$ cat config.mk
export PLATFORM = sky130hd
export DESIGN_NAME = spcc_crosspoint
export DESIGN_NICKNAME = d
export VERILOG_FILES = /design/src/placeholder_none.v /design/src/spcc_sync.v /design/src/spcc_crosspoint.v
export VERILOG_INCLUDE_DIRS = /design/src /design/src/shared
export SDC_FILE = /design/constraint.sdc
export NUM_CORES = 1
export LEC_CHECK = 0
export BUFFER_PORTS_ARGS = -buffer_cell sky130_fd_sc_hd__buf_2
export CAP_MARGIN = 20
export CORE_UTILIZATION = 49
export DETAILED_ROUTE_END_ITERATION = 8
export PLACE_DENSITY = 0.74
export SETUP_SLACK_MARGIN = 0.15
export SKIP_LAST_GASP = 1
export SYNTH_ARGS = -nofsm -noshare
export SYNTH_HDL_FRONTEND = slang
export SYNTH_SLANG_ARGS = --single-unit
$ cat constraint.sdc
create_clock -name ref_clk -period 1.2 [get_ports ref_clk]
set_input_delay 0.24 -clock ref_clk [delete_from_list [all_inputs] [get_ports ref_clk]]
set_output_delay 0.24 -clock ref_clk [all_outputs]
set_load 0.01 [all_outputs]
$ cat src/shared/spcc_defs.vh
// What this block does
// - Ten outputs, each muxing one of two clocks
// - Ten-bit serial word sets every output select
// - Load strobe moves shifted word into selects
// - Select zero routes clock one, one routes zero
// - Shifted data leaves on cascade output
`ifndef SPCC_DEFS_VH
`define SPCC_DEFS_VH

// ----------------------------------------------------------------
// Sizes and field positions
// ----------------------------------------------------------------
`define SPCC_NUM_OUT        10
`define SPCC_SEL_MSB        9
`define SPCC_CASCADE_BIT    9
`define SPCC_CNT_MSB        3
`define SPCC_SYNC_WIDTH     5

// Synchroniser lane positions
`define SPCC_LANE_SHIFTCLK  0
`define SPCC_LANE_DATA      1
`define SPCC_LANE_STROBE    2
`define SPCC_LANE_CLKZERO   3
`define SPCC_LANE_CLKONE    4

// ----------------------------------------------------------------
// Reset values and counter limit
// ----------------------------------------------------------------
`define SPCC_SEL_RESET      10'h000
`define SPCC_SHIFT_RESET    10'h000
`define SPCC_CNT_RESET      4'h0
`define SPCC_CNT_FULL       4'ha

// ----------------------------------------------------------------
// Timing
// ----------------------------------------------------------------
`define SPCC_REF_CLK_MHZ    200
`define SPCC_SHIFT_MAX_MHZ  20

`endif

$ cat src/placeholder_none.v
`timescale 1ns/1ps
// ----------------------------------------------------------------
// Intentionally empty
// ----------------------------------------------------------------

$ cat src/spcc_sync.v
`timescale 1ns/1ps
// ----------------------------------------------------------------
// Two-flop synchroniser, one lane per pin
// ----------------------------------------------------------------
module spcc_sync #(
   parameter WIDTH = 5
) (
   // Clock and reset
   input  wire             ref_clk,
   input  wire             srst,
   // Asynchronous pins
   input  wire [WIDTH-1:0] asyncIn,
   // Synchronised levels
   output wire [WIDTH-1:0] syncOut
);

   reg [WIDTH-1:0] stageOne_reg;
   reg [WIDTH-1:0] stageTwo_reg;

   // First stage feeds only the second stage
   always @(posedge ref_clk) begin
      if (srst) begin
         stageOne_reg <= {WIDTH{1'b0}};
         stageTwo_reg <= {WIDTH{1'b0}};
      end else begin
         stageOne_reg <= asyncIn;
         stageTwo_reg <= stageOne_reg;
      end
   end

   assign syncOut = stageTwo_reg;

endmodule // spcc_sync

$ cat src/spcc_crosspoint.v
`timescale 1ns/1ps
`include "spcc_defs.vh"
// ----------------------------------------------------------------
// Serially programmed two-by-ten clock crosspoint select logic
// ----------------------------------------------------------------
// All pins, the two input clocks among them, are sampled by ref_clk.
// The routed clocks are therefore a sampled image, good only for
// input clocks well below half the ref_clk rate.
module spcc_crosspoint (
   // Clock and reset
   input  wire                     ref_clk,
   input  wire                     srst,
   // Serial programming pins
   input  wire                     shiftClk,
   input  wire                     serialSelectIn,
   input  wire                     selectLatchStrobe,
   // Input clocks
   input  wire                     clockInputZero,
   input  wire                     clockInputOne,
   // Routed clocks and select state
   output wire [`SPCC_SEL_MSB:0]   routedClock,
   output wire [`SPCC_SEL_MSB:0]   outputSelect,
   // Cascade output
   output wire                     cascadeDataOut,
   // Status
   output wire [`SPCC_CNT_MSB:0]   shiftBitCount,
   output wire                     shiftRateError
);

   // ----------------------------------------------------------------
   // Constants
   // ----------------------------------------------------------------
   // Least spacing of shift edges, rounded up to whole ref_clk cycles
   localparam integer MIN_GAP_CYC =
      (`SPCC_REF_CLK_MHZ + `SPCC_SHIFT_MAX_MHZ - 1) / `SPCC_SHIFT_MAX_MHZ;
   localparam [`SPCC_CNT_MSB:0] MIN_GAP = MIN_GAP_CYC[`SPCC_CNT_MSB:0];
   localparam [`SPCC_CNT_MSB:0] CNT_ONE = 4'h1;

   // Edge tracker states
   localparam [1:0] ST_IDLE  = 2'b00;
   localparam [1:0] ST_SPACE = 2'b01;
   localparam [1:0] ST_READY = 2'b10;

   // ----------------------------------------------------------------
   // Pin synchronisation
   // ----------------------------------------------------------------
   wire [`SPCC_SYNC_WIDTH-1:0] pinSync;

   spcc_sync #(
      .WIDTH   (`SPCC_SYNC_WIDTH)
   ) uPinSync (
      .ref_clk (ref_clk),
      .srst    (srst),
      .asyncIn ({clockInputOne, clockInputZero, selectLatchStrobe,
                 serialSelectIn, shiftClk}),
      .syncOut (pinSync)
   );

   wire shiftClkSync = pinSync[`SPCC_LANE_SHIFTCLK];
   wire dataSync     = pinSync[`SPCC_LANE_DATA];
   wire strobeSync   = pinSync[`SPCC_LANE_STROBE];
   wire clkZeroSync  = pinSync[`SPCC_LANE_CLKZERO];
   wire clkOneSync   = pinSync[`SPCC_LANE_CLKONE];

   // ----------------------------------------------------------------
   // Edge detection
   // ----------------------------------------------------------------
   reg  shiftClkPrev_reg;
   reg  strobePrev_reg;

   always @(posedge ref_clk) begin
      if (srst) begin
         shiftClkPrev_reg <= 1'b0;
         strobePrev_reg   <= 1'b0;
      end else begin
         shiftClkPrev_reg <= shiftClkSync;
         strobePrev_reg   <= strobeSync;
      end
   end

   // Data is sampled with the same latency as the clock, so it lines up
   wire shiftRise  = shiftClkSync & ~shiftClkPrev_reg;
   wire strobeRise = strobeSync & ~strobePrev_reg;

   // ----------------------------------------------------------------
   // Shift register and cascade output
   // ----------------------------------------------------------------
   reg  [`SPCC_SEL_MSB:0] shift_reg;
   reg  [`SPCC_SEL_MSB:0] shift_next;
   reg                    cascade_reg;

   always @* begin
      shift_next = shift_reg;
      if (shiftRise) begin
         shift_next = {shift_reg[`SPCC_SEL_MSB-1:0], dataSync};
      end
   end

   always @(posedge ref_clk) begin
      if (srst) begin
         shift_reg   <= `SPCC_SHIFT_RESET;
         cascade_reg <= 1'b0;
      end else begin
         shift_reg   <= shift_next;
         cascade_reg <= shift_next[`SPCC_CASCADE_BIT];
      end
   end

   assign cascadeDataOut = cascade_reg;

   // ----------------------------------------------------------------
   // Latched selects
   // ----------------------------------------------------------------
   reg  [`SPCC_SEL_MSB:0] select_reg;
   reg  [`SPCC_SEL_MSB:0] select_next;

   always @* begin
      select_next = select_reg;
      // A load in the same cycle as a shift takes the word after the shift
      if (strobeRise) begin
         select_next = shift_next;
      end
   end

   always @(posedge ref_clk) begin
      if (srst) begin
         select_reg <= `SPCC_SEL_RESET;
      end else begin
         select_reg <= select_next;
      end
   end

   assign outputSelect = select_reg;

   // ----------------------------------------------------------------
   // Output multiplexers
   // ----------------------------------------------------------------
   // Selects change freely against the input clocks, so a switch may
   // leave one short pulse on the output, as on the real crosspoint
   genvar chan;
   generate
      for (chan = 0; chan < `SPCC_NUM_OUT; chan = chan + 1) begin : gChan
         reg routed_reg;
         always @(posedge ref_clk) begin
            if (srst) begin
               routed_reg <= 1'b0;
            end else begin
               routed_reg <= select_reg[chan] ? clkZeroSync : clkOneSync;
            end
         end
         assign routedClock[chan] = routed_reg;
      end
   endgenerate

   // ----------------------------------------------------------------
   // Shifted-bit counter
   // ----------------------------------------------------------------
   // Saturates at ten; longer words are legal when devices are chained
   reg  [`SPCC_CNT_MSB:0] count_reg;
   reg  [`SPCC_CNT_MSB:0] count_next;

   always @* begin
      count_next = count_reg;
      if (strobeRise) begin
         count_next = `SPCC_CNT_RESET;
      end else if (shiftRise && (count_reg != `SPCC_CNT_FULL)) begin
         count_next = count_reg + CNT_ONE;
      end
   end

   always @(posedge ref_clk) begin
      if (srst) begin
         count_reg <= `SPCC_CNT_RESET;
      end else begin
         count_reg <= count_next;
      end
   end

   assign shiftBitCount = count_reg;

   // ----------------------------------------------------------------
   // Shift-rate watch
   // ----------------------------------------------------------------
   // The controller must keep shift edges apart; this only reports a
   // breach, since edges closer than the sampling rate may be lost
   reg  [1:0]             state_reg;
   reg  [1:0]             state_next;
   reg  [`SPCC_CNT_MSB:0] gap_reg;
   reg  [`SPCC_CNT_MSB:0] gap_next;
   reg                    rateErr_reg;
   reg                    rateErr_next;

   always @* begin
      state_next   = state_reg;
      gap_next     = gap_reg;
      rateErr_next = rateErr_reg;
      case (state_reg)
         ST_IDLE: begin
            if (shiftRise) begin
               state_next = ST_SPACE;
               gap_next   = CNT_ONE;
            end
         end
         ST_SPACE: begin
            if (shiftRise) begin
               rateErr_next = 1'b1;
               gap_next     = CNT_ONE;
            end else if (gap_reg == MIN_GAP - CNT_ONE) begin
               state_next = ST_READY;
            end else begin
               gap_next = gap_reg + CNT_ONE;
            end
         end
         ST_READY: begin
            if (shiftRise) begin
               state_next = ST_SPACE;
               gap_next   = CNT_ONE;
            end
         end
         default: begin
            state_next = ST_IDLE;
            gap_next   = `SPCC_CNT_RESET;
         end
      endcase
   end

   always @(posedge ref_clk) begin
      if (srst) begin
         state_reg   <= ST_IDLE;
         gap_reg     <= `SPCC_CNT_RESET;
         rateErr_reg <= 1'b0;
      end else begin
         state_reg   <= state_next;
         gap_reg     <= gap_next;
         rateErr_reg <= rateErr_next;
      end
   end

   assign shiftRateError = rateErr_reg;

endmodule // spcc_crosspoint

== After elaboration in Yosys (flattened, before gate mapping) ==
Cells that the tools add are included.
Operators by class
  add/subtract/negate cells: 2
  eq/ne operators: 8
  mux-type cells: 19
  bitwise operators: 4
  reductions and logical operators: 7
Operators with widths (count)
  2-to-1 mux 4 bit: 3
  2-to-1 mux 1 bit: 10
  2-to-1 mux 10 bit: 1
  adder 4 x 1 -> 4 bit, second input constant: 2
  case mux 4 bit (2 select lines): 1
  2-to-1 mux 2 bit: 3
  == test 4 bit, second input constant: 1
  inequality test 2 bit, second input constant: 2
  inequality test 4 bit, second input constant: 1
  case mux 2 bit (2 select lines): 1
  AND reduction 2 bit: 2
  OR reduction 2 bit: 2
  inequality test 3 bit, second input constant: 1
  AND reduction 3 bit: 1
  bitwise AND 1 bit: 2
  == test 2 x 1 -> 1 bit, second input constant: 1
  == test 2 bit, second input constant: 1
  zero test 2 bit: 1
  inequality test 2 x 1 -> 1 bit, second input constant: 1
  NOT 1 bit: 2
  logical AND 1 bit: 1
Storage, ports and cells
  flip-flop bits (word level): 54
  input bits: 7
  output and inout bits: 26
  logic and storage cells: 61

== Logic depth before layout (Yosys ltp) ==
Gate-level depths: netlist of run 1.
  word-level depth: 4
  depth in mapped cells: 5

== By module ==
From an unflattened synthesis of run 1, not the netlist that was laid out.
Second synthesis, totals
  cells, all modules: 200
  area total of the unflattened synthesis: 2023.2 um^2
Modules (own cells, without submodules)
  spcc_crosspoint: times used 1, cells each 180, area each 1760.4 um^2, sequential area each 860.8 um^2
  spcc_sync: times used 1, cells each 20, area each 262.8 um^2, sequential area each 200.2 um^2

== Worst setup path after synthesis of run 1 ==
OpenSTA, ideal clock, no wires.
  path type: flip-flop to flip-flop
  start point: reg count_reg[0] (netlist: shiftBitCount[0])
  end point: reg count_reg[0] (netlist: shiftBitCount[0])
  arrival time: 1.256 ns
  required time: 1.079 ns
  setup slack: -0.177 ns
  cell stages (with the launch flop): 5
  path buffers: 0
  period minus slack after synthesis: 1.377 ns
  path through: dfxtp_1 inv_1 ha_1 a31oi_2 mux2_2
On the way
  cells in the longest elaborated chain, start to end: 2
  elaborated cells between the ends (all ways): 3
  classes of those cells: add/sub (1); eq/ne (1); reduce/logical (1)
RTL lines
  start: declaration: RTL line spcc_crosspoint.v:159  | reg [`SPCC_CNT_MSB:0] count_reg;
  start signal: assignment: RTL line spcc_crosspoint.v:173  | count_reg <= `SPCC_CNT_RESET;
  start signal: assignment: RTL line spcc_crosspoint.v:175  | count_reg <= count_next;
  parallel branches: the longest is 2 deep, another holds adder 4 x 1 -> 4 bit
Several ways; the timed one is not identified.
A chain may end at the register's enable or synchronous reset.

== Worst setup path in the final report of run 1 ==
  start point: reg gap_reg[1]
  end point: reg gap_reg[0]
On the way
  cells in the longest elaborated chain, start to end: 3
RTL lines
  start: declaration: RTL line spcc_crosspoint.v:188  | reg [`SPCC_CNT_MSB:0] gap_reg;
  start signal: assignment: RTL line spcc_crosspoint.v:230  | gap_reg <= `SPCC_CNT_RESET;
  start signal: assignment: RTL line spcc_crosspoint.v:234  | gap_reg <= gap_next;
  == test 4 bit: RTL line spcc_crosspoint.v:208  | end else if (gap_reg == MIN_GAP - CNT_ONE) begin
  inequality test 3 bit (no source line)
  AND reduction 2 bit (no source line)
Every way passes these cells.

==> impl_metrics.json, run 1 <==
{
  "seqPwrFrac_pct": 58.6,
  "synth-compound-area-share_pct": 9.75,
  "die_h_um": 66.1,
  "gp_congestion": 0.754,
  "cts-buffers-inserted": 5,
  "path_max_fanout": 6,
  "die_w_um": 66.1,
  "setup_tns_ns": -0.138,
  "diodes": 0,
  "area_growth_pct": 38.9,
  "fin_nets": 256,
  "grt_pass1_vias": 1425,
  "clkLatencyLatePin_ns": 0.31,
  "via_per_inst": 5.25,
  "yosysUniqueCellTypes": 32,
  "crit_family": "compound AO/OA/AOI/OAI gates",
  "grt.overflow.total": 0,
  "whs_ns": 0.144,
  "synth_xor_area_share_pct": 0,
  "reg2reg_to": "gap_reg[0]",
  "first_iter_violations": 78,
  "combPwrFrac_pct": 10.7,
  "cpMaxStageDelayCell": "dfxtp_2",
  "hold_class": "input pin to flip-flop",
  "yosysSeqAreaShare_pct": 52.6,
  "cts_buffer_depth": 2,
  "finalClockSkew_ns": 0.0106,
  "grt_start_max_net_pins": 27,
  "cts.sinks": 53,
  "cp.arrival_ns": 1.50,
  "min_to": "uPinSync.stageOne_reg[2]",
  "ys_top_cells_by_count": "dfxtp_1 (53), mux2i_1 (23), nor2_1 (23)",
  "multi_input_area_um2": 1050,
  "max_stage_delay_ns": 0.33,
  "fp-row-count": 22,
  "ys_warn_count": 0,
  "required_ns": 1.41,
  "cts_root_buf": "clkbuf_8",
  "p_total_uw": 3150,
  "peakVddDrop_v": 0.00102,
  "finish.instance_area_um2": 2800,
  "synth_top_area_share_pct": 52.6,
  "cp.buffers_inverters": 1,
  "p_clk_share_pct": 30.7,
  "start_kind": "flip-flop",
  "tightest_slew_ns": 0.350,
  "antenna_left": 0,
  "relSlewSlack_pct": 76.6,
  "min_from": "selectLatchStrobe",
  "yosysMostFrequentCell": "dfxtp_1",
  "post-route-min-period_ns": 1.28,
  "drive_gt1_share_pct": 50.4,
  "synth-edff-count": 0,
  "coreArea_um2": 3800,
  "max_freq_mhz": 780,
  "min_period_over_period_pct": 107,
  "internal-power_uw": 2390,
  "wirelength_um": 4460,
  "maxSlewViolCount": 0,
  "netlist_area_um2": 2020,
  "rr_startpoint": "gap_reg[1]",
  "regToRegSetupSlack_ns": -0.08,
  "finalSetupViolCount": 4,
  "placed_area_um2": 2260,
  "p_switching_uw": 765,
  "h-tree-depth": 2,
  "grt_pass1_wl_um": 6020,
  "crit_type": "flip-flop to flip-flop",
  "io_buffers": 32,
  "antenna_found_initial": 0,
  "status": "finished with violations",
  "synth_ff_type": "dfxtp_1",
  "hold_viol": 0,
  "reg2reg_depth": 5,
  "die-area_um2": 4370,
  "whs_path_depth": 2,
  "critPathCaptureType": "flip-flop",
  "p_sw_share_pct": 24.3,
  "setup_slack_ns": -0.0814,
  "synth-simple-area-share_pct": 15.5,
  "cp_cell_sequence": "inv_2, ha_4, nand3b_1, a31o_1, a221oi_2",
  "post_drt_wl_per_cell_um": 15.2,
  "synthAdderAreaFrac_pct": 2.48,
  "synth_seq_cells": 53,
  "seq_area_um2": 1100,
  "drtPass1Iterations": 4,
  "hold_buffers": 0,
  "clkTransAtPathRegs_ns": 0.09,
  "synth_cells": 200,
  "avgSynthCellArea_um2": 10.1,
  "synth-async-reset-ratio_pct": 0,
  "synth_area_leaders": "dfxtp_1 (53%), mux2i_1 (11%), nor2_1 (4.3%)",
  "failed_checks": "negative setup slack",
  "rsz0062_at_grt": "true",
  "nFillCells": 250,
  "cap_violations": 0,
  "grt.total_usage_pct": 18.1,
  "num_vias": 1543,
  "start_util_pct": 53.1,
  "dp_hpwl_um": 2380,
  "io_pins": 33,
  "syn_nets": 211,
  "synth_mux_area_share_pct": 12.0,
  "yosys.area.top_type": "dfxtp_1",
  "drc": 0,
  "p_per_area_nw_per_um2": 1130,
  "leakage_uw": 0.00110,
  "cts_tree": "done",
  "synth_top_family_by_area": "simple AND/OR/NAND/NOR gates"
}
## what timing repair did
action                     4_1_cts  5_1_grt
buffers inserted                 6       10
pin swaps                        8       13
setup endpoints to repair       40       44
gates resized for setup         32       50
gates cloned                     0        1
## routing by layer
metal / up-vias / GRT usage, % / share of wire [%]
li1: 759 / - / -
met1: 745 / 21.2 / 43
met2: 27 / 31.0 / 52
met3: 12 / 4.83 / 2.4
met4: 0 / 7.71 / 2.5
met5: - / 0 / 0
## cells in the final DEF, fill, tap and decap left out, drive strengths merged
cell type,synthesis,routed
nor2b,14,14
and2b,1,1
inv,5,5
o21ai,12,12
nand2,4,4
ha,4,4
a221oi,3,3
nand4,1,1
nor2,23,23
nand4b,1,1
mux2,1,1
or3,2,2
nor3,3,3
dfxtp,53,53
a31oi,2,2
buf,15,58
clkbuf,6,7
nand2b,3,3
nand3,3,3
nand3b,3,3
clkinv,0,2
a21o,1,1
a31o,1,1
a21oi,15,15
or4,1,1
mux2i,23,23
## logic make-up after synthesis
group | count (synthesis)
and+or+nand+nor | 59
buffers and inverters | 26
adders and majority gates | 4
DFF | 53
muxes | 24
AOI/OAI and AO/OA | 34
## worst reg2reg max path: stages (launching register included)
cell and delay (ns):
dfxtp_2 0.33, inv_2 0.07, ha_4 0.11, nand3b_1 0.18, a31o_1 0.26, a221oi_2 0.25
## layout make-up
| type | instances | area share (%) |
|---|---|---|
| inverter | 5 | 0.760 |
| tap | 48 | 2.14 |
| clock inverter | 2 | 0.357 |
| timing repair buffer | 59 | 17.4 |
| clock buffer | 6 | 2.59 |
| sequential | 53 | 39.3 |
| multi-input combinational | 121 | 37.4 |
## through the flow
step	instances	setup slack, ns	utilization [%]
floorplan	200	0.0180	-
global placement	269	-0.0197	59.5
detailed placement	269	-0.0398	59.5
CTS	283	-0.0159	65.5
global route	294	-0.155	73.7
finish	294	-0.0814	73.7
## how the worst max path moves through the flow
stage	start	endpoint	slack, ns	depth (start not counted)
finish	gap_reg[1]	gap_reg[0]	-0.08	5
global route	gap_reg[1]	gap_reg[0]	-0.15	5
CTS	gap_reg[1]	gap_reg[0]	-0.02	5
detailed placement	gap_reg[1]	gap_reg[0]	-0.04	5
global placement	gap_reg[1]	gap_reg[0]	-0.02	5
floorplan	gap_reg[1]	gap_reg[0]	0.02	5
## power groups by stage
stage | clock, µW | sequential [µW] | combinational [µW]
detailed placement | 0 | 1890 | 231
floorplan | 0 | 1890 | 158
global route | 1060 | 1860 | 361
CTS | 982 | 1850 | 255
global placement | 0 | 1890 | 227
finish | 968 | 1850 | 336
Note: power is estimated with default switching activity, not from simulation.
==> run 2, diff against run 1 <==
Settings changed: SKIP_CTS_REPAIR_TIMING set to 1.
==> run 2 against run 1 <==
The run still ends with negative setup slack left. Sequential power about the same. Global-route usage down 1.1 points. Clock skew down 0.0033 ns. Cell count decreased by 2.0%. Setup slack improved by 0.028 ns. Via count is 3.0% lower. First-iteration DRC count increased by 17%. Register-to-register slack improved by 0.03 ns. Clock power about the same. Clock-buffer cell count did not move. Flip-flop and latch count stayed put. Die area did not move. Critical path type unchanged. Critical endpoint unchanged. Largest power group unchanged.
==> impl_metrics.json, run 2 (synthesized netlist as in run 1, its figures left out) <==
{
  "h-tree-depth": 2,
  "start_kind": "flip-flop",
  "seqPwrFrac_pct": 59.1,
  "cpMaxStageDelayCell": "dfxtp_2",
  "min_from": "serialSelectIn",
  "clkTransAtPathRegs_ns": 0.09,
  "status": "finished with violations",
  "wirelength_um": 4100,
  "p_clk_share_pct": 30.9,
  "p_per_area_nw_per_um2": 1140,
  "leakage_uw": 0.00106,
  "cap_violations": 0,
  "tightest_slew_ns": 0.363,
  "maxSlewViolCount": 0,
  "rr_startpoint": "gap_reg[1]",
  "io_pins": 33,
  "dpl.cell_count": 269,
  "final_cells": 288,
  "dp_hpwl_um": 2380,
  "crit_type": "flip-flop to flip-flop",
  "die-area_um2": 4370,
  "relSlewSlack_pct": 75.8,
  "coreArea_um2": 3800,
  "area_growth_pct": 35.6,
  "finalSetupViolCount": 2,
  "grt.total_usage_pct": 17.0,
  "gp_congestion": 0.754,
  "via_per_inst": 5.19,
  "grt_pass1_vias": 1352,
  "grt_pass1_wl_um": 5690,
  "hold_class": "input pin to flip-flop",
  "min_to": "uPinSync.stageOne_reg[1]",
  "start_util_pct": 53.1,
  "antenna_left": 0,
  "path_max_fanout": 6,
  "final_common_cell": "dfxtp_1",
  "failed_checks": "negative setup slack",
  "internal-power_uw": 2370,
  "reg2reg_depth": 5,
  "drtPass1Iterations": 4,
  "cp.buffers_inverters": 1,
  "layout_common_cells": "dfxtp_1 (33), buf_2 (23), nor2_1 (21)",
  "cp.depth": 5,
  "p_switching_uw": 754,
  "fp-row-count": 22,
  "setup_slack_ns": -0.0531,
  "min_period_over_period_pct": 104,
  "clkLatencyLatePin_ns": 0.31,
  "p_total_uw": 3130,
  "cp.arrival_ns": 1.47,
  "placed_area_um2": 2260,
  "peakVddDrop_v": 0.00106,
  "first_iter_violations": 91,
  "max_stage_delay_ns": 0.33,
  "pre_cts_slack_ns": -0.0398,
  "grt.overflow.total": 0,
  "fin_nets": 250,
  "crit_family": "compound AO/OA/AOI/OAI gates",
  "drc": 0,
  "whs_path_depth": 2,
  "combPwrFrac_pct": 9.9,
  "rsz0062_at_grt": "true",
  "cts_tree": "done",
  "io_buffers": 32,
  "hold_viol": 0,
  "diodes": 0,
  "finalClockSkew_ns": 0.00725,
  "post_drt_wl_per_cell_um": 14.2,
  "die_h_um": 66.1,
  "regToRegSetupSlack_ns": -0.05,
  "critPathCaptureType": "flip-flop",
  "cts_buffer_depth": 2,
  "num_vias": 1496,
  "grt_start_max_net_pins": 27,
  "die_w_um": 66.1,
  "cts_root_buf": "clkbuf_8",
  "reg2reg_to": "gap_reg[0]",
  "post-route-min-period_ns": 1.25,
  "cts.sinks": 53,
  "required_ns": 1.42,
  "cts-buffers-inserted": 5,
  "finish.instance_area_um2": 2730,
  "p_sw_share_pct": 24.1,
  "antenna_found_initial": 0,
  "whs_ns": 0.140,
  "drive_gt1_share_pct": 49.2,
  "max_freq_mhz": 798,
  "cp_cell_sequence": "inv_2, ha_4, nand3b_1, a31o_1, a221oi_2"
}
[run 2: cell types whose count changed in the layout (fill, tap and decap cells not counted), sizes merged]
cell	before	now
buf	58	52
[run 2: how the worst max path moves through the flow]
| stage | startpoint | to | slack [ns] |
|---|---|---|---|
| after floorplan | gap_reg[1] | gap_reg[0] | 0.02 |
| after global placement | gap_reg[1] | gap_reg[0] | -0.02 |
| after detailed placement | gap_reg[1] | gap_reg[0] | -0.04 |
| after CTS | gap_reg[1] | gap_reg[0] | -0.08 |
| after global routing | gap_reg[1] | gap_reg[0] | -0.18 |
| final | gap_reg[1] | gap_reg[0] | -0.05 |
[run 2: layer usage]
layer | GRT usage [%] | share of wire (%) | vias up
met5 | 0 | 0 | -
met3 | 4.66 | 2.6 | 5
li1 | - | - | 750
met1 | 20.0 | 45 | 718
met2 | 29.0 | 51 | 23
met4 | 7.18 | 1.3 | 0
[run 2: power groups by stage]
stage               Sequential (µW)  Clock, µW  Combinational, µW
floorplan                      1890          0                158
global placement               1890          0                227
detailed placement             1890          0                231
CTS                            1850        982                232
global route                   1860       1050                338
finish                         1850        968                311
[run 2: final cells by class]
class | count | area [µm²]
inverter | 5 | 21.3
tap | 48 | 60.1
multi-input combinational | 121 | 1040
fill | 248 | 1070
sequential | 53 | 1100
clock inverter | 2 | 10.0
clock buffer | 6 | 72.6
timing repair buffer | 53 | 433
[run 2: stage by stage]
| step | TNS [ns] | util, % |
|---|---|---|
| after floorplan | 0 | - |
| final | -0.0604 | 71.9 |
| after global placement | -0.0197 | 59.5 |
| after global routing | -0.475 | 71.9 |
| after detailed placement | -0.0690 | 59.5 |
| after CTS | -0.202 | 61.7 |
